===== config.mk =====
export PLATFORM = sky130hd
export DESIGN_NAME = serial_wake_txend_clock_select
export DESIGN_NICKNAME = d
export VERILOG_FILES = /design/src/serial_wake_pkg.sv /design/src/bit_sync2.sv /design/src/serial_clock_gen.sv /design/src/serial_wake_txend_clock_select.sv
export VERILOG_INCLUDE_DIRS = /design/src /design/src/src
export SDC_FILE = /design/constraint.sdc
export NUM_CORES = 1
export LEC_CHECK = 0
export ABC_AREA = 1
export BUFFER_PORTS_ARGS = -buffer_cell sky130_fd_sc_hd__buf_2
export CAP_MARGIN = 20
export CELL_PAD_IN_SITES_DETAIL_PLACEMENT = 0
export CELL_PAD_IN_SITES_GLOBAL_PLACEMENT = 1
export CORE_MARGIN = 4
export CORE_UTILIZATION = 46
export DETAILED_ROUTE_END_ITERATION = 8
export PLACE_DENSITY = 0.82
export SLEW_MARGIN = 0
export SYNTH_ARGS = -nofsm -noshare
export SYNTH_HDL_FRONTEND = slang
export SYNTH_SLANG_ARGS = --single-unit
export TNS_END_PERCENT = 50

===== constraint.sdc =====
create_clock -name clk_i -period 6.2 [get_ports clk_i]
set_input_delay 0.93 -clock clk_i [delete_from_list [all_inputs] [get_ports clk_i]]
set_output_delay 0.93 -clock clk_i [all_outputs]
set_load 0.01 [all_outputs]

===== src/serial_wake_params.svh =====
// Purpose: register offsets, field positions, reset values and counts
// Assumes: byte addresses on a 32-bit APB, one register per aligned word
// Notes: definitions only; included by the clock generator, the serial unit and the bench
// Notes on behaviour
// - wake enable only in async station format
// - while waking, frames without station bit discarded, no flags, no irqs
// - station frame sets flag, hardware clears wake
// - tx-end request at MSB with holding empty
// - tx-end withdrawn by empty clear or enable clear
// - async internal, no output: pin neither read nor driven
// - async internal with output: bit-rate clock driven
// - async external: pin clock is sixteen per bit
// - clock output bit ignored in sync or external
// - sync: drive clock if internal, else accept it
// - holding empty set on load or transmitter disable
`ifndef SERIAL_WAKE_PARAMS_SVH
`define SERIAL_WAKE_PARAMS_SVH
// register byte offsets
`define ADDR_CTRL 8'h00
`define ADDR_MODE 8'h04
`define ADDR_STAT 8'h08
`define ADDR_TXD 8'h0c
`define ADDR_RXD 8'h10
`define ADDR_IRQ_STAT 8'h14
`define ADDR_IRQ_MASK 8'h18
`define ADDR_BAUD 8'h1c
// control register fields
`define C_TX_EMPTY_IE 7
`define C_RX_IE 6
`define C_TX_EN 5
`define C_RX_EN 4
`define C_WAKE 3
`define C_TX_END_IE 2
`define C_CLK_EXT 1
`define C_CLK_OUT 0
// mode register fields
`define M_SYNC 7
`define M_STATION 2
// status register fields
`define S_TX_EMPTY 7
`define S_RX_FULL 6
`define S_OVERRUN 5
`define S_FRAME_ERR 4
`define S_TX_END 2
`define S_STN 1
`define S_STN_TX 0
`define STAT_CLR_MASK 8'hf0
// interrupt status and mask fields
`define I_RX_FULL 0
`define I_RX_ERR 1
`define I_TX_EMPTY 2
`define I_TX_END 3
`define IRQ_W 4
// reset values
`define CTRL_RESET 8'h00
`define MODE_RESET 8'h00
`define STAT_RESET 8'h84
`define BAUD_RESET 16'h0035
// oversampling: last tick index, centre tick index; then last bit indices and the index before the MSB
`define OS_LAST 4'hf
`define OS_MID 4'h7
`define SYNC_LAST_BIT 4'h7
`define STN_LAST_BIT 4'h8
`define MSB_PREV_BIT 4'h6
`endif


===== src/serial_wake_pkg.sv =====
// Purpose: shared types of the serial unit
// Assumes: constants live in serial_wake_params.svh
// Notes: frame states run in Gray order idle-start-data-stop
`default_nettype none
package serial_wake_pkg;
  typedef enum logic [1:0] {
    ST_IDLE = 2'b00,
    ST_START = 2'b01,
    ST_DATA = 2'b11,
    ST_STOP = 2'b10
  } frame_state_t;
  typedef logic [7:0] byte_t;
endpackage
`default_nettype wire


===== src/bit_sync2.sv =====
// Purpose: two flip-flop synchroniser for levels from outside the clock
// Assumes: inputs change slowly against clk_i
// Notes: first stage is read only by the second
`timescale 1ns/10ps
`default_nettype none
module bit_sync2 #(
  parameter int W = 1,
  parameter logic [W-1:0] INIT = '0
) (
  // clock and reset
  input wire logic clk_i,
  input wire logic reset_n_i,
  // levels
  input wire logic [W-1:0] async_i,
  output logic [W-1:0] sync_o
);
  logic [W-1:0] meta_q;
  logic [W-1:0] meta_d;
  logic [W-1:0] sync_q;
  logic [W-1:0] sync_d;

  // next values of both stages
  always_comb begin
    meta_d = async_i;
    sync_d = meta_q;
  end

  always_ff @(posedge clk_i) begin
    if (!reset_n_i) begin
      meta_q <= INIT;
      sync_q <= INIT;
    end else begin
      meta_q <= meta_d;
      sync_q <= sync_d;
    end
  end

  assign sync_o = sync_q;
endmodule
`default_nettype wire


===== src/serial_clock_gen.sv =====
// Purpose: oversample and synchronous shift/sample enables, clock out
// Assumes: sck_sync_i already passed two flip-flops
// Notes: internal clock is a free running divider of clk_i
`timescale 1ns/10ps
`default_nettype none
`include "serial_wake_params.svh"
module serial_clock_gen #(
  parameter int DIV_W = 16
) (
  // clock and reset
  input wire logic clk_i,
  input wire logic reset_n_i,
  // configuration
  input wire logic sync_mode_i,
  input wire logic clk_ext_i,
  input wire logic [DIV_W-1:0] div_i,
  // pin clock, synchronised
  input wire logic sck_sync_i,
  // enables and bit-rate clock level
  output logic os_tick_o,
  output logic shift_tick_o,
  output logic sample_tick_o,
  output logic sck_level_o
);
  logic [DIV_W-1:0] div_q;
  logic [DIV_W-1:0] div_d;
  logic [3:0] ph_q;
  logic [3:0] ph_d;
  logic sck_prev_q;
  logic int_tick;
  logic ext_rise;
  logic ext_fall;

  // divider and bit phase; the phase counter gives the bit-rate clock
  always_comb begin
    // >= so a divisor lowered mid-count acts at once instead of after a wrap
    int_tick = (div_q >= div_i);
    div_d = int_tick ? '0 : div_q + 1'b1;
    ph_d = int_tick ? ph_q + 4'h1 : ph_q;
  end

  always_ff @(posedge clk_i) begin
    if (!reset_n_i) begin
      div_q <= '0;
      ph_q <= 4'h0;
      sck_prev_q <= 1'b1;
    end else begin
      div_q <= div_d;
      ph_q <= ph_d;
      sck_prev_q <= sck_sync_i;
    end
  end

  // edges of the pin clock, found by the own clock
  assign ext_rise = sck_sync_i & ~sck_prev_q;
  assign ext_fall = ~sck_sync_i & sck_prev_q;
  // external async: every pin rising edge is one sixteenth of a bit
  assign os_tick_o = clk_ext_i ? ext_rise : int_tick;
  // sync only: shift on the falling edge, sample on the rising edge
  assign shift_tick_o = sync_mode_i & (clk_ext_i ? ext_fall : (int_tick & (ph_q == `OS_LAST)));
  assign sample_tick_o = sync_mode_i & (clk_ext_i ? ext_rise : (int_tick & (ph_q == `OS_MID)));
  // one period per sixteen oversample ticks, so it runs at the bit rate
  assign sck_level_o = ph_q[3];
endmodule
`default_nettype wire


===== src/serial_wake_txend_clock_select.sv =====
// Purpose: serial unit with station wake-up, tx-end request, clock select
// Assumes: APB slave, no wait states; pin inputs are asynchronous
// Notes: async frame is start, 8 data, optional station bit, one stop
//
// Implementation choices: register access over APB and the register offsets.
`timescale 1ns/10ps
`default_nettype none
`include "serial_wake_params.svh"
module serial_wake_txend_clock_select #(
  parameter int DIV_W = 16
) (
  // clock and reset
  input wire logic clk_i,
  input wire logic reset_n_i,
  // APB slave
  input wire logic [7:0] paddr_i,
  input wire logic psel_i,
  input wire logic penable_i,
  input wire logic pwrite_i,
  input wire logic [31:0] pwdata_i,
  output logic [31:0] prdata_o,
  output logic pready_o,
  output logic pslverr_o,
  // serial line and clock pin
  input wire logic rxd_i,
  output logic txd_o,
  input wire logic sck_i,
  output logic sck_o,
  output logic sck_oe_o,
  // interrupt requests
  output logic irq_o,
  output logic tx_end_irq_o
);
  import serial_wake_pkg::*;

  logic [7:0] ctrl_q, ctrl_d, mode_q, mode_d, stat_q, stat_d, seen_q, seen_d;
  serial_wake_pkg::byte_t txh_q, txh_d, rxh_q, rxh_d;
  logic [DIV_W-1:0] baud_q, baud_d;
  logic [`IRQ_W-1:0] ist_q, ist_d, imask_q, imask_d, ireq_q, ireq;
  logic [31:0] rdata_q, rdata_d;
  logic err_q, err_d;
  logic rxd_s, sck_s, os_tick, shift_tick, sample_tick, sck_level;
  logic sync_mode, wake_eff, acc, wr, rd;
  logic [7:0] clr;

  frame_state_t tx_st_q, tx_st_d;
  logic [3:0] tx_os_q, tx_os_d, tx_bit_q, tx_bit_d;
  logic [8:0] tx_sh_q, tx_sh_d;
  logic txd_q, txd_d, tx_load, tx_msb_start, tx_adv, tx_go;
  logic [3:0] tx_last, rx_last;

  frame_state_t rx_st_q, rx_st_d;
  logic [3:0] rx_os_q, rx_os_d, rx_bit_q, rx_bit_d;
  logic [7:0] rx_sh_q, rx_sh_d;
  logic rx_stn_q, rx_stn_d, rx_done, rx_stop_ok, rx_blocked;

  // pin inputs pass two flip-flops; line idles high
  bit_sync2 #(.W(2), .INIT(2'b11)) u_sync (
    .clk_i(clk_i),
    .reset_n_i(reset_n_i),
    .async_i({rxd_i, sck_i}),
    .sync_o({rxd_s, sck_s})
  );

  serial_clock_gen #(.DIV_W(DIV_W)) u_clk (
    .clk_i(clk_i),
    .reset_n_i(reset_n_i),
    .sync_mode_i(sync_mode),
    .clk_ext_i(ctrl_q[`C_CLK_EXT]),
    .div_i(baud_q),
    .sck_sync_i(sck_s),
    .os_tick_o(os_tick),
    .shift_tick_o(shift_tick),
    .sample_tick_o(sample_tick),
    .sck_level_o(sck_level)
  );

  assign sync_mode = mode_q[`M_SYNC];
  // wake bit only counts in async mode with station format
  assign wake_eff = ctrl_q[`C_WAKE] & mode_q[`M_STATION] & ~sync_mode;
  // clock pin: driven only when internal and (sync or output bit)
  assign sck_oe_o = ~ctrl_q[`C_CLK_EXT] & (sync_mode | ctrl_q[`C_CLK_OUT]);
  assign sck_o = sck_level;
  assign txd_o = txd_q;
  // last bit index: station bit follows the data only in async station format
  assign tx_last = (mode_q[`M_STATION] & ~sync_mode) ? `STN_LAST_BIT : `SYNC_LAST_BIT;
  assign rx_last = tx_last;

  // transmitter: next state
  always_comb begin
    tx_st_d = tx_st_q;
    tx_os_d = tx_os_q;
    tx_bit_d = tx_bit_q;
    tx_sh_d = tx_sh_q;
    txd_d = txd_q;
    tx_load = 1'b0;
    tx_msb_start = 1'b0;
    tx_adv = sync_mode ? shift_tick : (os_tick & (tx_os_q == `OS_LAST));
    tx_go = sync_mode ? shift_tick : os_tick;
    if (os_tick && !sync_mode) begin
      tx_os_d = tx_os_q + 4'h1;
    end
    case (tx_st_q)
      ST_IDLE: begin
        txd_d = 1'b1;
        tx_os_d = 4'h0;
        if (tx_go && ctrl_q[`C_TX_EN] && !stat_q[`S_TX_EMPTY]) begin
          tx_load = 1'b1;
          tx_sh_d = {stat_q[`S_STN_TX], txh_q};
          tx_bit_d = 4'h0;
          tx_st_d = sync_mode ? ST_DATA : ST_START;
          txd_d = sync_mode ? txh_q[0] : 1'b0;
        end
      end
      ST_START: begin
        if (tx_adv) begin
          tx_st_d = ST_DATA;
          txd_d = tx_sh_q[0];
        end
      end
      ST_DATA: begin
        if (tx_adv) begin
          if (tx_bit_q == tx_last) begin
            tx_st_d = sync_mode ? ST_IDLE : ST_STOP;
            txd_d = 1'b1;
          end else begin
            tx_bit_d = tx_bit_q + 4'h1;
            tx_sh_d = {1'b0, tx_sh_q[8:1]};
            txd_d = tx_sh_q[1];
            tx_msb_start = (tx_bit_q == `MSB_PREV_BIT);
          end
        end
      end
      ST_STOP: begin
        if (tx_adv) begin
          tx_st_d = ST_IDLE;
        end
      end
      default: begin
        tx_st_d = ST_IDLE;
      end
    endcase
    // a disabled transmitter abandons the frame and idles the line
    if (!ctrl_q[`C_TX_EN]) begin
      tx_st_d = ST_IDLE;
      txd_d = 1'b1;
    end
  end

  always_ff @(posedge clk_i) begin
    if (!reset_n_i) begin
      tx_st_q <= ST_IDLE;
      tx_os_q <= 4'h0;
      tx_bit_q <= 4'h0;
      tx_sh_q <= 9'h000;
      txd_q <= 1'b1;
    end else begin
      tx_st_q <= tx_st_d;
      tx_os_q <= tx_os_d;
      tx_bit_q <= tx_bit_d;
      tx_sh_q <= tx_sh_d;
      txd_q <= txd_d;
    end
  end

  // receiver: next state; async counts sixteen ticks per bit, samples at centre
  always_comb begin
    rx_st_d = rx_st_q;
    rx_os_d = rx_os_q;
    rx_bit_d = rx_bit_q;
    rx_sh_d = rx_sh_q;
    rx_stn_d = rx_stn_q;
    rx_done = 1'b0;
    rx_stop_ok = 1'b1;
    // a pending error stops reception until software clears it
    rx_blocked = stat_q[`S_OVERRUN] | stat_q[`S_FRAME_ERR];
    if (os_tick && !sync_mode) begin
      rx_os_d = rx_os_q + 4'h1;
    end
    case (rx_st_q)
      ST_IDLE: begin
        rx_os_d = 4'h0;
        rx_bit_d = 4'h0;
        if (ctrl_q[`C_RX_EN] && !rx_blocked) begin
          if (sync_mode && sample_tick) begin
            rx_sh_d = {rxd_s, rx_sh_q[7:1]};
            rx_stn_d = 1'b0;
            rx_bit_d = 4'h1;
            rx_st_d = ST_DATA;
          end else if (!sync_mode && os_tick && !rxd_s) begin
            rx_st_d = ST_START;
          end
        end
      end
      ST_START: begin
        // half a bit in, the start bit must still be low
        if (os_tick && rx_os_q == `OS_MID) begin
          rx_st_d = rxd_s ? ST_IDLE : ST_DATA;
          rx_os_d = 4'h0;
          rx_stn_d = 1'b0;
        end
      end
      ST_DATA: begin
        if (sync_mode ? sample_tick : (os_tick && rx_os_q == `OS_LAST)) begin
          if (rx_bit_q == `STN_LAST_BIT) begin
            rx_stn_d = rxd_s;
          end else begin
            rx_sh_d = {rxd_s, rx_sh_q[7:1]};
          end
          rx_bit_d = rx_bit_q + 4'h1;
          if (rx_bit_q == (sync_mode ? `SYNC_LAST_BIT : rx_last)) begin
            rx_st_d = sync_mode ? ST_IDLE : ST_STOP;
            rx_done = sync_mode;
          end
        end
      end
      ST_STOP: begin
        // only the first stop bit is checked
        if (os_tick && rx_os_q == `OS_LAST) begin
          rx_done = 1'b1;
          rx_stop_ok = rxd_s;
          rx_st_d = ST_IDLE;
        end
      end
      default: begin
        rx_st_d = ST_IDLE;
      end
    endcase
    if (!ctrl_q[`C_RX_EN]) begin
      rx_st_d = ST_IDLE;
      rx_done = 1'b0;
    end
  end

  always_ff @(posedge clk_i) begin
    if (!reset_n_i) begin
      rx_st_q <= ST_IDLE;
      rx_os_q <= 4'h0;
      rx_bit_q <= 4'h0;
      rx_sh_q <= 8'h00;
      rx_stn_q <= 1'b0;
    end else begin
      rx_st_q <= rx_st_d;
      rx_os_q <= rx_os_d;
      rx_bit_q <= rx_bit_d;
      rx_sh_q <= rx_sh_d;
      rx_stn_q <= rx_stn_d;
    end
  end

  // APB: data captured in setup, answered in the first access cycle
  assign acc = psel_i & penable_i;
  assign wr = acc & pwrite_i;
  assign rd = acc & ~pwrite_i;
  assign pready_o = acc;
  assign prdata_o = rdata_q;
  assign pslverr_o = acc & err_q;
  // flags cleared by writing 0 only after being read as 1
  assign clr = (wr && paddr_i == `ADDR_STAT) ? (`STAT_CLR_MASK & seen_q & ~pwdata_i[7:0]) : 8'h00;

  // interrupt request levels that feed the sticky status
  always_comb begin
    ireq[`I_RX_FULL] = ctrl_q[`C_RX_IE] & stat_q[`S_RX_FULL] & ~wake_eff;
    ireq[`I_RX_ERR] = ctrl_q[`C_RX_IE] & (stat_q[`S_OVERRUN] | stat_q[`S_FRAME_ERR]);
    ireq[`I_TX_EMPTY] = ctrl_q[`C_TX_EMPTY_IE] & stat_q[`S_TX_EMPTY];
    ireq[`I_TX_END] = tx_end_irq_o;
  end

  // registers and flags: software first, then hardware, so a set wins
  always_comb begin
    ctrl_d = ctrl_q;
    mode_d = mode_q;
    baud_d = baud_q;
    txh_d = txh_q;
    rxh_d = rxh_q;
    imask_d = imask_q;
    stat_d = stat_q & ~clr;
    seen_d = seen_q & ~clr;
    ist_d = ist_q;
    rdata_d = rdata_q;
    err_d = err_q;
    if (wr) begin
      case (paddr_i)
        `ADDR_CTRL: ctrl_d = pwdata_i[7:0];
        `ADDR_MODE: mode_d = pwdata_i[7:0];
        `ADDR_STAT: stat_d[`S_STN_TX] = pwdata_i[`S_STN_TX];
        `ADDR_TXD: txh_d = pwdata_i[7:0];
        `ADDR_IRQ_STAT: ist_d = ist_q & ~pwdata_i[`IRQ_W-1:0];
        `ADDR_IRQ_MASK: imask_d = pwdata_i[`IRQ_W-1:0];
        `ADDR_BAUD: baud_d = pwdata_i[DIV_W-1:0];
        default: ;
      endcase
    end
    // remember what the read returned, so a flag set after setup cannot be cleared unseen
    if (rd && paddr_i == `ADDR_STAT) begin
      seen_d = rdata_q[7:0] & `STAT_CLR_MASK;
    end
    // clearing holding-empty after reading it also ends tx-end
    if (clr[`S_TX_EMPTY]) begin
      stat_d[`S_TX_END] = 1'b0;
    end
    if (tx_load) begin
      stat_d[`S_TX_EMPTY] = 1'b1;
      stat_d[`S_TX_END] = 1'b0;
    end
    // a disabled transmitter keeps holding-empty at 1
    if (!ctrl_d[`C_TX_EN]) begin
      stat_d[`S_TX_EMPTY] = 1'b1;
    end
    // MSB leaving with nothing queued marks the end of transmission
    if (tx_msb_start && stat_q[`S_TX_EMPTY]) begin
      stat_d[`S_TX_END] = 1'b1;
    end
    // frames without the station bit vanish while waking
    if (rx_done && !(wake_eff && !rx_stn_d)) begin
      if (wake_eff) begin
        ctrl_d[`C_WAKE] = 1'b0;
      end
      stat_d[`S_STN] = rx_stn_d;
      if (!rx_stop_ok) begin
        stat_d[`S_FRAME_ERR] = 1'b1;
      end else if (stat_q[`S_RX_FULL]) begin
        stat_d[`S_OVERRUN] = 1'b1;
      end else begin
        rxh_d = rx_sh_d;
        stat_d[`S_RX_FULL] = 1'b1;
      end
    end
    ist_d = ist_d | (ireq & ~ireq_q);
    if (psel_i && !penable_i) begin
      err_d = 1'b0;
      case (paddr_i)
        `ADDR_CTRL: rdata_d = {24'h000000, ctrl_q};
        `ADDR_MODE: rdata_d = {24'h000000, mode_q};
        `ADDR_STAT: rdata_d = {24'h000000, stat_q};
        `ADDR_TXD: rdata_d = {24'h000000, txh_q};
        `ADDR_RXD: rdata_d = {24'h000000, rxh_q};
        `ADDR_IRQ_STAT: rdata_d = {{(32-`IRQ_W){1'b0}}, ist_q};
        `ADDR_IRQ_MASK: rdata_d = {{(32-`IRQ_W){1'b0}}, imask_q};
        `ADDR_BAUD: rdata_d = {{(32-DIV_W){1'b0}}, baud_q};
        default: begin
          rdata_d = 32'h00000000;
          err_d = 1'b1;
        end
      endcase
    end
  end

  always_ff @(posedge clk_i) begin
    if (!reset_n_i) begin
      ctrl_q <= `CTRL_RESET;
      mode_q <= `MODE_RESET;
      stat_q <= `STAT_RESET;
      seen_q <= 8'h00;
      baud_q <= DIV_W'(`BAUD_RESET);
      txh_q <= 8'h00;
      rxh_q <= 8'h00;
      ist_q <= '0;
      imask_q <= '0;
      ireq_q <= '0;
      rdata_q <= 32'h00000000;
      err_q <= 1'b0;
    end else begin
      ctrl_q <= ctrl_d;
      mode_q <= mode_d;
      stat_q <= stat_d;
      seen_q <= seen_d;
      baud_q <= baud_d;
      txh_q <= txh_d;
      rxh_q <= rxh_d;
      ist_q <= ist_d;
      imask_q <= imask_d;
      ireq_q <= ireq;
      rdata_q <= rdata_d;
      err_q <= err_d;
    end
  end

  // level requests; tx-end drops when its enable is cleared
  assign tx_end_irq_o = stat_q[`S_TX_END] & ctrl_q[`C_TX_END_IE];
  assign irq_o = |(ist_q & imask_q);
endmodule
`default_nettype wire


Word-level counts from Yosys, hierarchy flattened

Cells that the tools add are included.

Logic and storage cells: 250
Register bits: 173
Bits of input ports: 47
Output and inout bits: 39

Order comparisons: 1
Bitwise operators: 42
Muxes and demuxes: 89
Add/subtract/negate cells: 6
Eq/ne operators: 34
Reduce and logical (&&, ||, !) cells: 47

Operators with widths:

| cell                  | number |
|---|---|
| $pmux 16 s8           | 1 |
| $mux 8                | 6 |
| $mux 1                | 40 |
| $mux 4                | 10 |
| $eq 8x5->1 const B    | 4 |
| $mux 2                | 16 |
| $mux 9                | 3 |
| $and 8x8->8           | 3 |
| $pmux 4 s2            | 3 |
| $ne 2x2->1 const B    | 11 |
| $add 4x1->4 const B   | 5 |
| $and 1x1->1           | 20 |
| $pmux 9 s2            | 1 |
| $add 16x1->16 const B | 1 |
| $eq 4x4->1 const B    | 4 |
| $eq 8x4->1 const B    | 2 |
| $ge 16x16->1          | 1 |
| $not 8->8             | 2 |
| $pmux 2 s4            | 2 |
| $pmux 8 s2            | 1 |
| $reduce_and 2->1      | 8 |
| $logic_and 1x1->1     | 14 |
| $and 4x4->4           | 3 |
| $eq 4x3->1 const B    | 3 |
| 26 further kinds      | 55 |

Longest topological paths before layout

Depth in word-level cells: 13
Depth in mapped cells: 24
Mapped depth without buffers: 23

Modules after synthesis

A second synthesis with hierarchy kept.

Cell total of the unflattened synthesis: 1202
Area total of the unflattened synthesis: 8056.5 um2

By module, submodules not included:

| module                         | sequential area each (um2) | cells each | area each (um2) | times used |
|---|---|---|---|---|
| serial_wake_txend_clock_select | 2542.4                     | 991        | 6541.3          | 1 |
| serial_clock_gen               | 420.4                      | 199        | 1405.1          | 1 |
| bit_sync2                      | 80.1                       | 12         | 110.1           | 1 |

Least setup slack after synthesis

OpenSTA, ideal clock, no wires.

Kind: input to register
From: in paddr_i[5]
To: reg txh_q[0]
Arrival: 2.369 ns
Stages on the path: 7
Setup time: 0.121 ns
Path slack: 3.710 ns
Buffers on the path: 0
Data required time: 6.079 ns
Cell sequence: or3_1 > nor2_1 > nand2_1 > nor2_1 > inv_1 > o21ai_0 > a21oi_1

Cells in the longest elaborated chain, start to end: 2

Ends and longest elaborated chain:

| item                              | RTL line                              | text |
|---|---|---|
| start: declaration                | serial_wake_txend_clock_select.sv:16  | `input wire logic [7:0] paddr_i,` |
| $eq 8x4->1                        | serial_wake_txend_clock_select.sv:283 | `case (paddr_i)` |
| $reduce_and 2->1 (no source line) | -                                     |  |
| end signal: assignment            | serial_wake_txend_clock_select.sv:369 | `txh_q <= txh_d;` |
| end: declaration                  | serial_wake_txend_clock_select.sv:37  | `serial_wake_pkg::byte_t txh_q, txh_d, rxh_q, rxh_d;` |

No other way between the ends.
A chain may end at the register's enable or synchronous reset.

Worst setup path after layout

From: in paddr_i[5]
To: reg baud_q[15]

Cells in the longest elaborated chain, start to end: 2

Ends and longest elaborated chain:

| item                              | RTL line                              | text |
|---|---|---|
| $eq 8x5->1                        | serial_wake_txend_clock_select.sv:283 |  |
| $reduce_and 2->1 (no source line) | -                                     |  |
| end signal: assignment            | serial_wake_txend_clock_select.sv:355 | `` baud_q <= DIV_W'(`BAUD_RESET); `` |
| end signal: assignment            | serial_wake_txend_clock_select.sv:368 | `baud_q <= baud_d;` |
| end: declaration                  | serial_wake_txend_clock_select.sv:38  | `logic [DIV_W-1:0] baud_q, baud_d;` |

No other way between the ends.

==> flow_summary_export.csv <==
group,metric,value,unit
outcome,status,"finished clean",
global_route,use_met1,30.9,%
timing,period_share,52.3,%
yosys,ys_seq_elements,152,
clock_network,postCtsHoldBufs,0,
floorplanning,row_count,47,
global_route,grt_max_degree,83,
global_route,grt_pass1_wl,32.6,mm
timing,finClkSkew,0.00737,ns
setup_path,cp-start-kind,"input port",
run,drv_cap,0,
routing,viasPerCell,5.08,
setup_path,r2r_slack,3.34,ns
routing,first_pass_iters,5,
routing,routed-via-count,6905,
setup_path,worst_setup_path_end_kind,"flop",
cells_and_area,nNetsFinal,1201,
power_and_ir_drop,p_int,1770,uW
global_route,antenna_found_initial,0,
routing,route.detailed.drc,0,
yosys,syn_area,0.00773,mm2
power_and_ir_drop,powerDensity,257,mW/mm2
setup_path,required,6.50,ns
yosys,yosysUniqueCellTypes,53,
yosys,synthAdderAreaFrac,4.53,%
global_route,grt.overflow.total,0,
clock_network,tritoncts,"yes",
place,dp_cells,1327,
timing,setup_tns,0,ns
yosys,synth-compound-area-share,18.3,%
global_route,grt_pass1_vias,6256,
floorplanning,die_x,138,um
routing,wl_per_cell,15.1,um
cells_and_area,synthToLayoutAreaGrowth,13.4,%
clock_network,cts_max_path_buffers,2,
clock_network,worstSkewPairLatency,0.43,ns
global_route,met3_usage,4.60,%
power_and_ir_drop,switchingPower,475,uW
timing,setup_viol,0,
floorplanning,io_pins,86,
routing,detail_route.iter0.violations,532,
cells_and_area,instances_no_fill,1359,
setup_path,crit_arrival,3.55,ns
setup_path,reg2regPathDepth,17,
timing,finalCriticalPeriod,3.24,ns
cells_and_area,drive_gt1_share,11.8,%
yosys,synth-simple-area-share,26.4,%
timing,hold_viol_final,0,
yosys,avgSynthCellArea,7.14,um2
clock_network,clock_sinks,152,
yosys,yosysSeqAreaShare,39.4,%
place,place_congestion,0.841,
global_route,met2_usage,34.8,%
routing,wl,20.6,mm
power_and_ir_drop,combPwrFrac,3.2,%
yosys,synthMuxAreaShare,0,%
cells_and_area,layout.filler_cells,1662,
setup_path,cp_max_fo,21,
yosys,synth-xor-area-share,0.793,%
routing,ant_nets,0,
power_and_ir_drop,leakage,0.00382,uW
yosys,synth_top_area_share,39.4,%
min_path,whs_path_depth,1,
setup_path,critPathKind,"in -> reg",
min_path,hold_class,"reg -> reg",
clock_network,post-cts-setup-buffers,0,
power_and_ir_drop,clock_power_share,52.9,%
timing,slew_headroom,44.3,%
yosys,synth_top_family_by_area,"simple AND/OR/NAND/NOR gates",
clock_network,cts_made_buffers,17,
floorplanning,initial_core_util,46.8,%
timing,tightest_slew,0.833,ns
place,port_buffers,53,
power_and_ir_drop,sw_frac_of_total,21.1,%
global_route,grtUsageTotal,22.3,%
floorplanning,die-area,0.0189,mm2
power_and_ir_drop,ir_worst_vdd,0.000187,V
cells_and_area,n_antenna_cell,0,
floorplanning,die_h,138,um
clock_network,clkTransAtPathRegs,0.06,ns
timing,report.final.slew_viol_count,0,
floorplanning,core_area,0.0165,mm2
clock_network,clockRootBuffer,"clkbuf_16",
yosys,ys_top_cells_by_area,"dfxtp_1, nand2_1, inv_1, a21oi_1, o21ai_0",
timing,clock.fmax,308,MHz
clock_network,post_cts_resized,0,
yosys,synth_top_area_cell,"dfxtp_1",
power_and_ir_drop,pwr-share-seq,43.9,%
global_route,grt.busiest_layer,"met2",
yosys,yosys_warnings,0,
clock_network,cts-htree-levels,4,
place,dpl.hpwl,14.9,mm
yosys,synthCells,1082,
timing,rsz0062_at_grt,"false",
[cell families after synthesis]
family,after synthesis
flops,152
xor+xnor,7
other cells,1
fa+ha+maj,28
compound gates,251
simple gates,452
buf+inv,191
[sequential cells by signal (all words and copies together) (netlist names), 7 cells and up]
name / flops
baud_q: 16
prdata_o: 16
u_clk.div_q: 16
tx_sh_q: 9
ctrl_q: 8
mode_q: 8
rx_sh_q: 8
rxh_q: 8
txh_q: 8
stat_q: 7
[final timing paths]
kind | start | to
worst max-delay path | paddr_i[5] | baud_q[15]$_SDFFE_PN0P_
worst min-delay path | u_sync.meta_q[0]$_SDFF_PN1_ | u_sync.sync_o[0]$_SDFF_PN1_
worst max register to register | u_clk.div_q[7]$_SDFF_PP0_ | rxh_q[1]$_SDFFE_PN0P_
worst min register to register | u_sync.meta_q[0]$_SDFF_PN1_ | u_sync.sync_o[0]$_SDFF_PN1_
[cells in the final DEF, fill, tap and decap left out, types with 4 or more instances in the layout]
master / n
a21oi_1: 103
buf_2: 53
bufinv_16: 5
clkbuf_16: 17
clkbuf_8: 5
clkinv_1: 5
conb_1: 16
dfxtp_1: 152
ha_1: 28
inv_1: 138
nand2_1: 224
nand2_2: 11
nand2_4: 5
nand3_1: 54
nand3_4: 4
nand4_1: 8
nor2_1: 99
nor2_2: 6
nor3_1: 19
nor3b_1: 5
o211ai_1: 10
o21ai_0: 91
o22ai_1: 15
o31ai_1: 4
or2_2: 5
xor2_1: 5
[synth_stat cells (all sizes together)]
library cell and instances:
nand2 240, dfxtp 152, inv 140, a21oi 107, nor2 106, o21ai 93, nand3 60, ha 28
clkbuf 24, buf 22, nor3 21, o22ai 15, o211ai 10, nand4 9, clkinv 5, nor3b 5
or2 5, xor2 5, o31ai 4, a211oi 3, a221oi 3, o2111ai 3, o21a 3, o21bai 3
o41ai 3, a31oi 2, nor4 2, xnor2 2, a32o 1, and2 1, and3 1, conb 1
nand3b 1, o32ai 1, or3 1
[metrics by stage]
step                cell area (um2)  hold slack [ns]  worst slack [ns]  total power [uW]  util (%)
global placement               8080            0.400              2.56              1080      48.9
finish                         8760            0.418              2.96              2250      53.0
CTS                            8760            0.419              2.96              2270      53.0
global route                   8760            0.428              2.72              2320      53.0
floorplan                      7780            0.393              3.71              1060         -
detailed placement             8080            0.408              2.51              1080      48.9
[worst max-delay path: stages]
cell     delay (ns)
buf_2          0.09
or3_1          0.42
nor2_1         0.25
nand2_1        0.28
nor2_1         0.71
inv_1          0.49
o21ai_0        0.31
a21oi_1        0.06
[area by class of cell]
type	count	area (um2)	area share [%]
inverter	145	544	6.21
multi-input combinational	754	3930	44.8
clock inverter	10	188	2.14
tap	220	275	3.14
sequential	152	3040	34.7
clock buffer	22	494	5.64
timing repair buffer	56	288	3.28
[layer usage]
metal	routed length (um)	vias to the layer above
li1	-	3624
met4	414	0
met3	952	33
met1	9840	3096
met2	9350	152
met5	0	-
[power by group through the flow]
stage	Sequential [uW]	Clock, uW	Combinational [uW]
floorplan	1010	0	47.9
global placement	1010	0	72.2
detailed placement	1010	0	72.4
CTS	987	1210	72.7
global route	987	1250	82.1
finish	987	1190	72.6
Note: power is estimated with default switching activity, not from simulation.
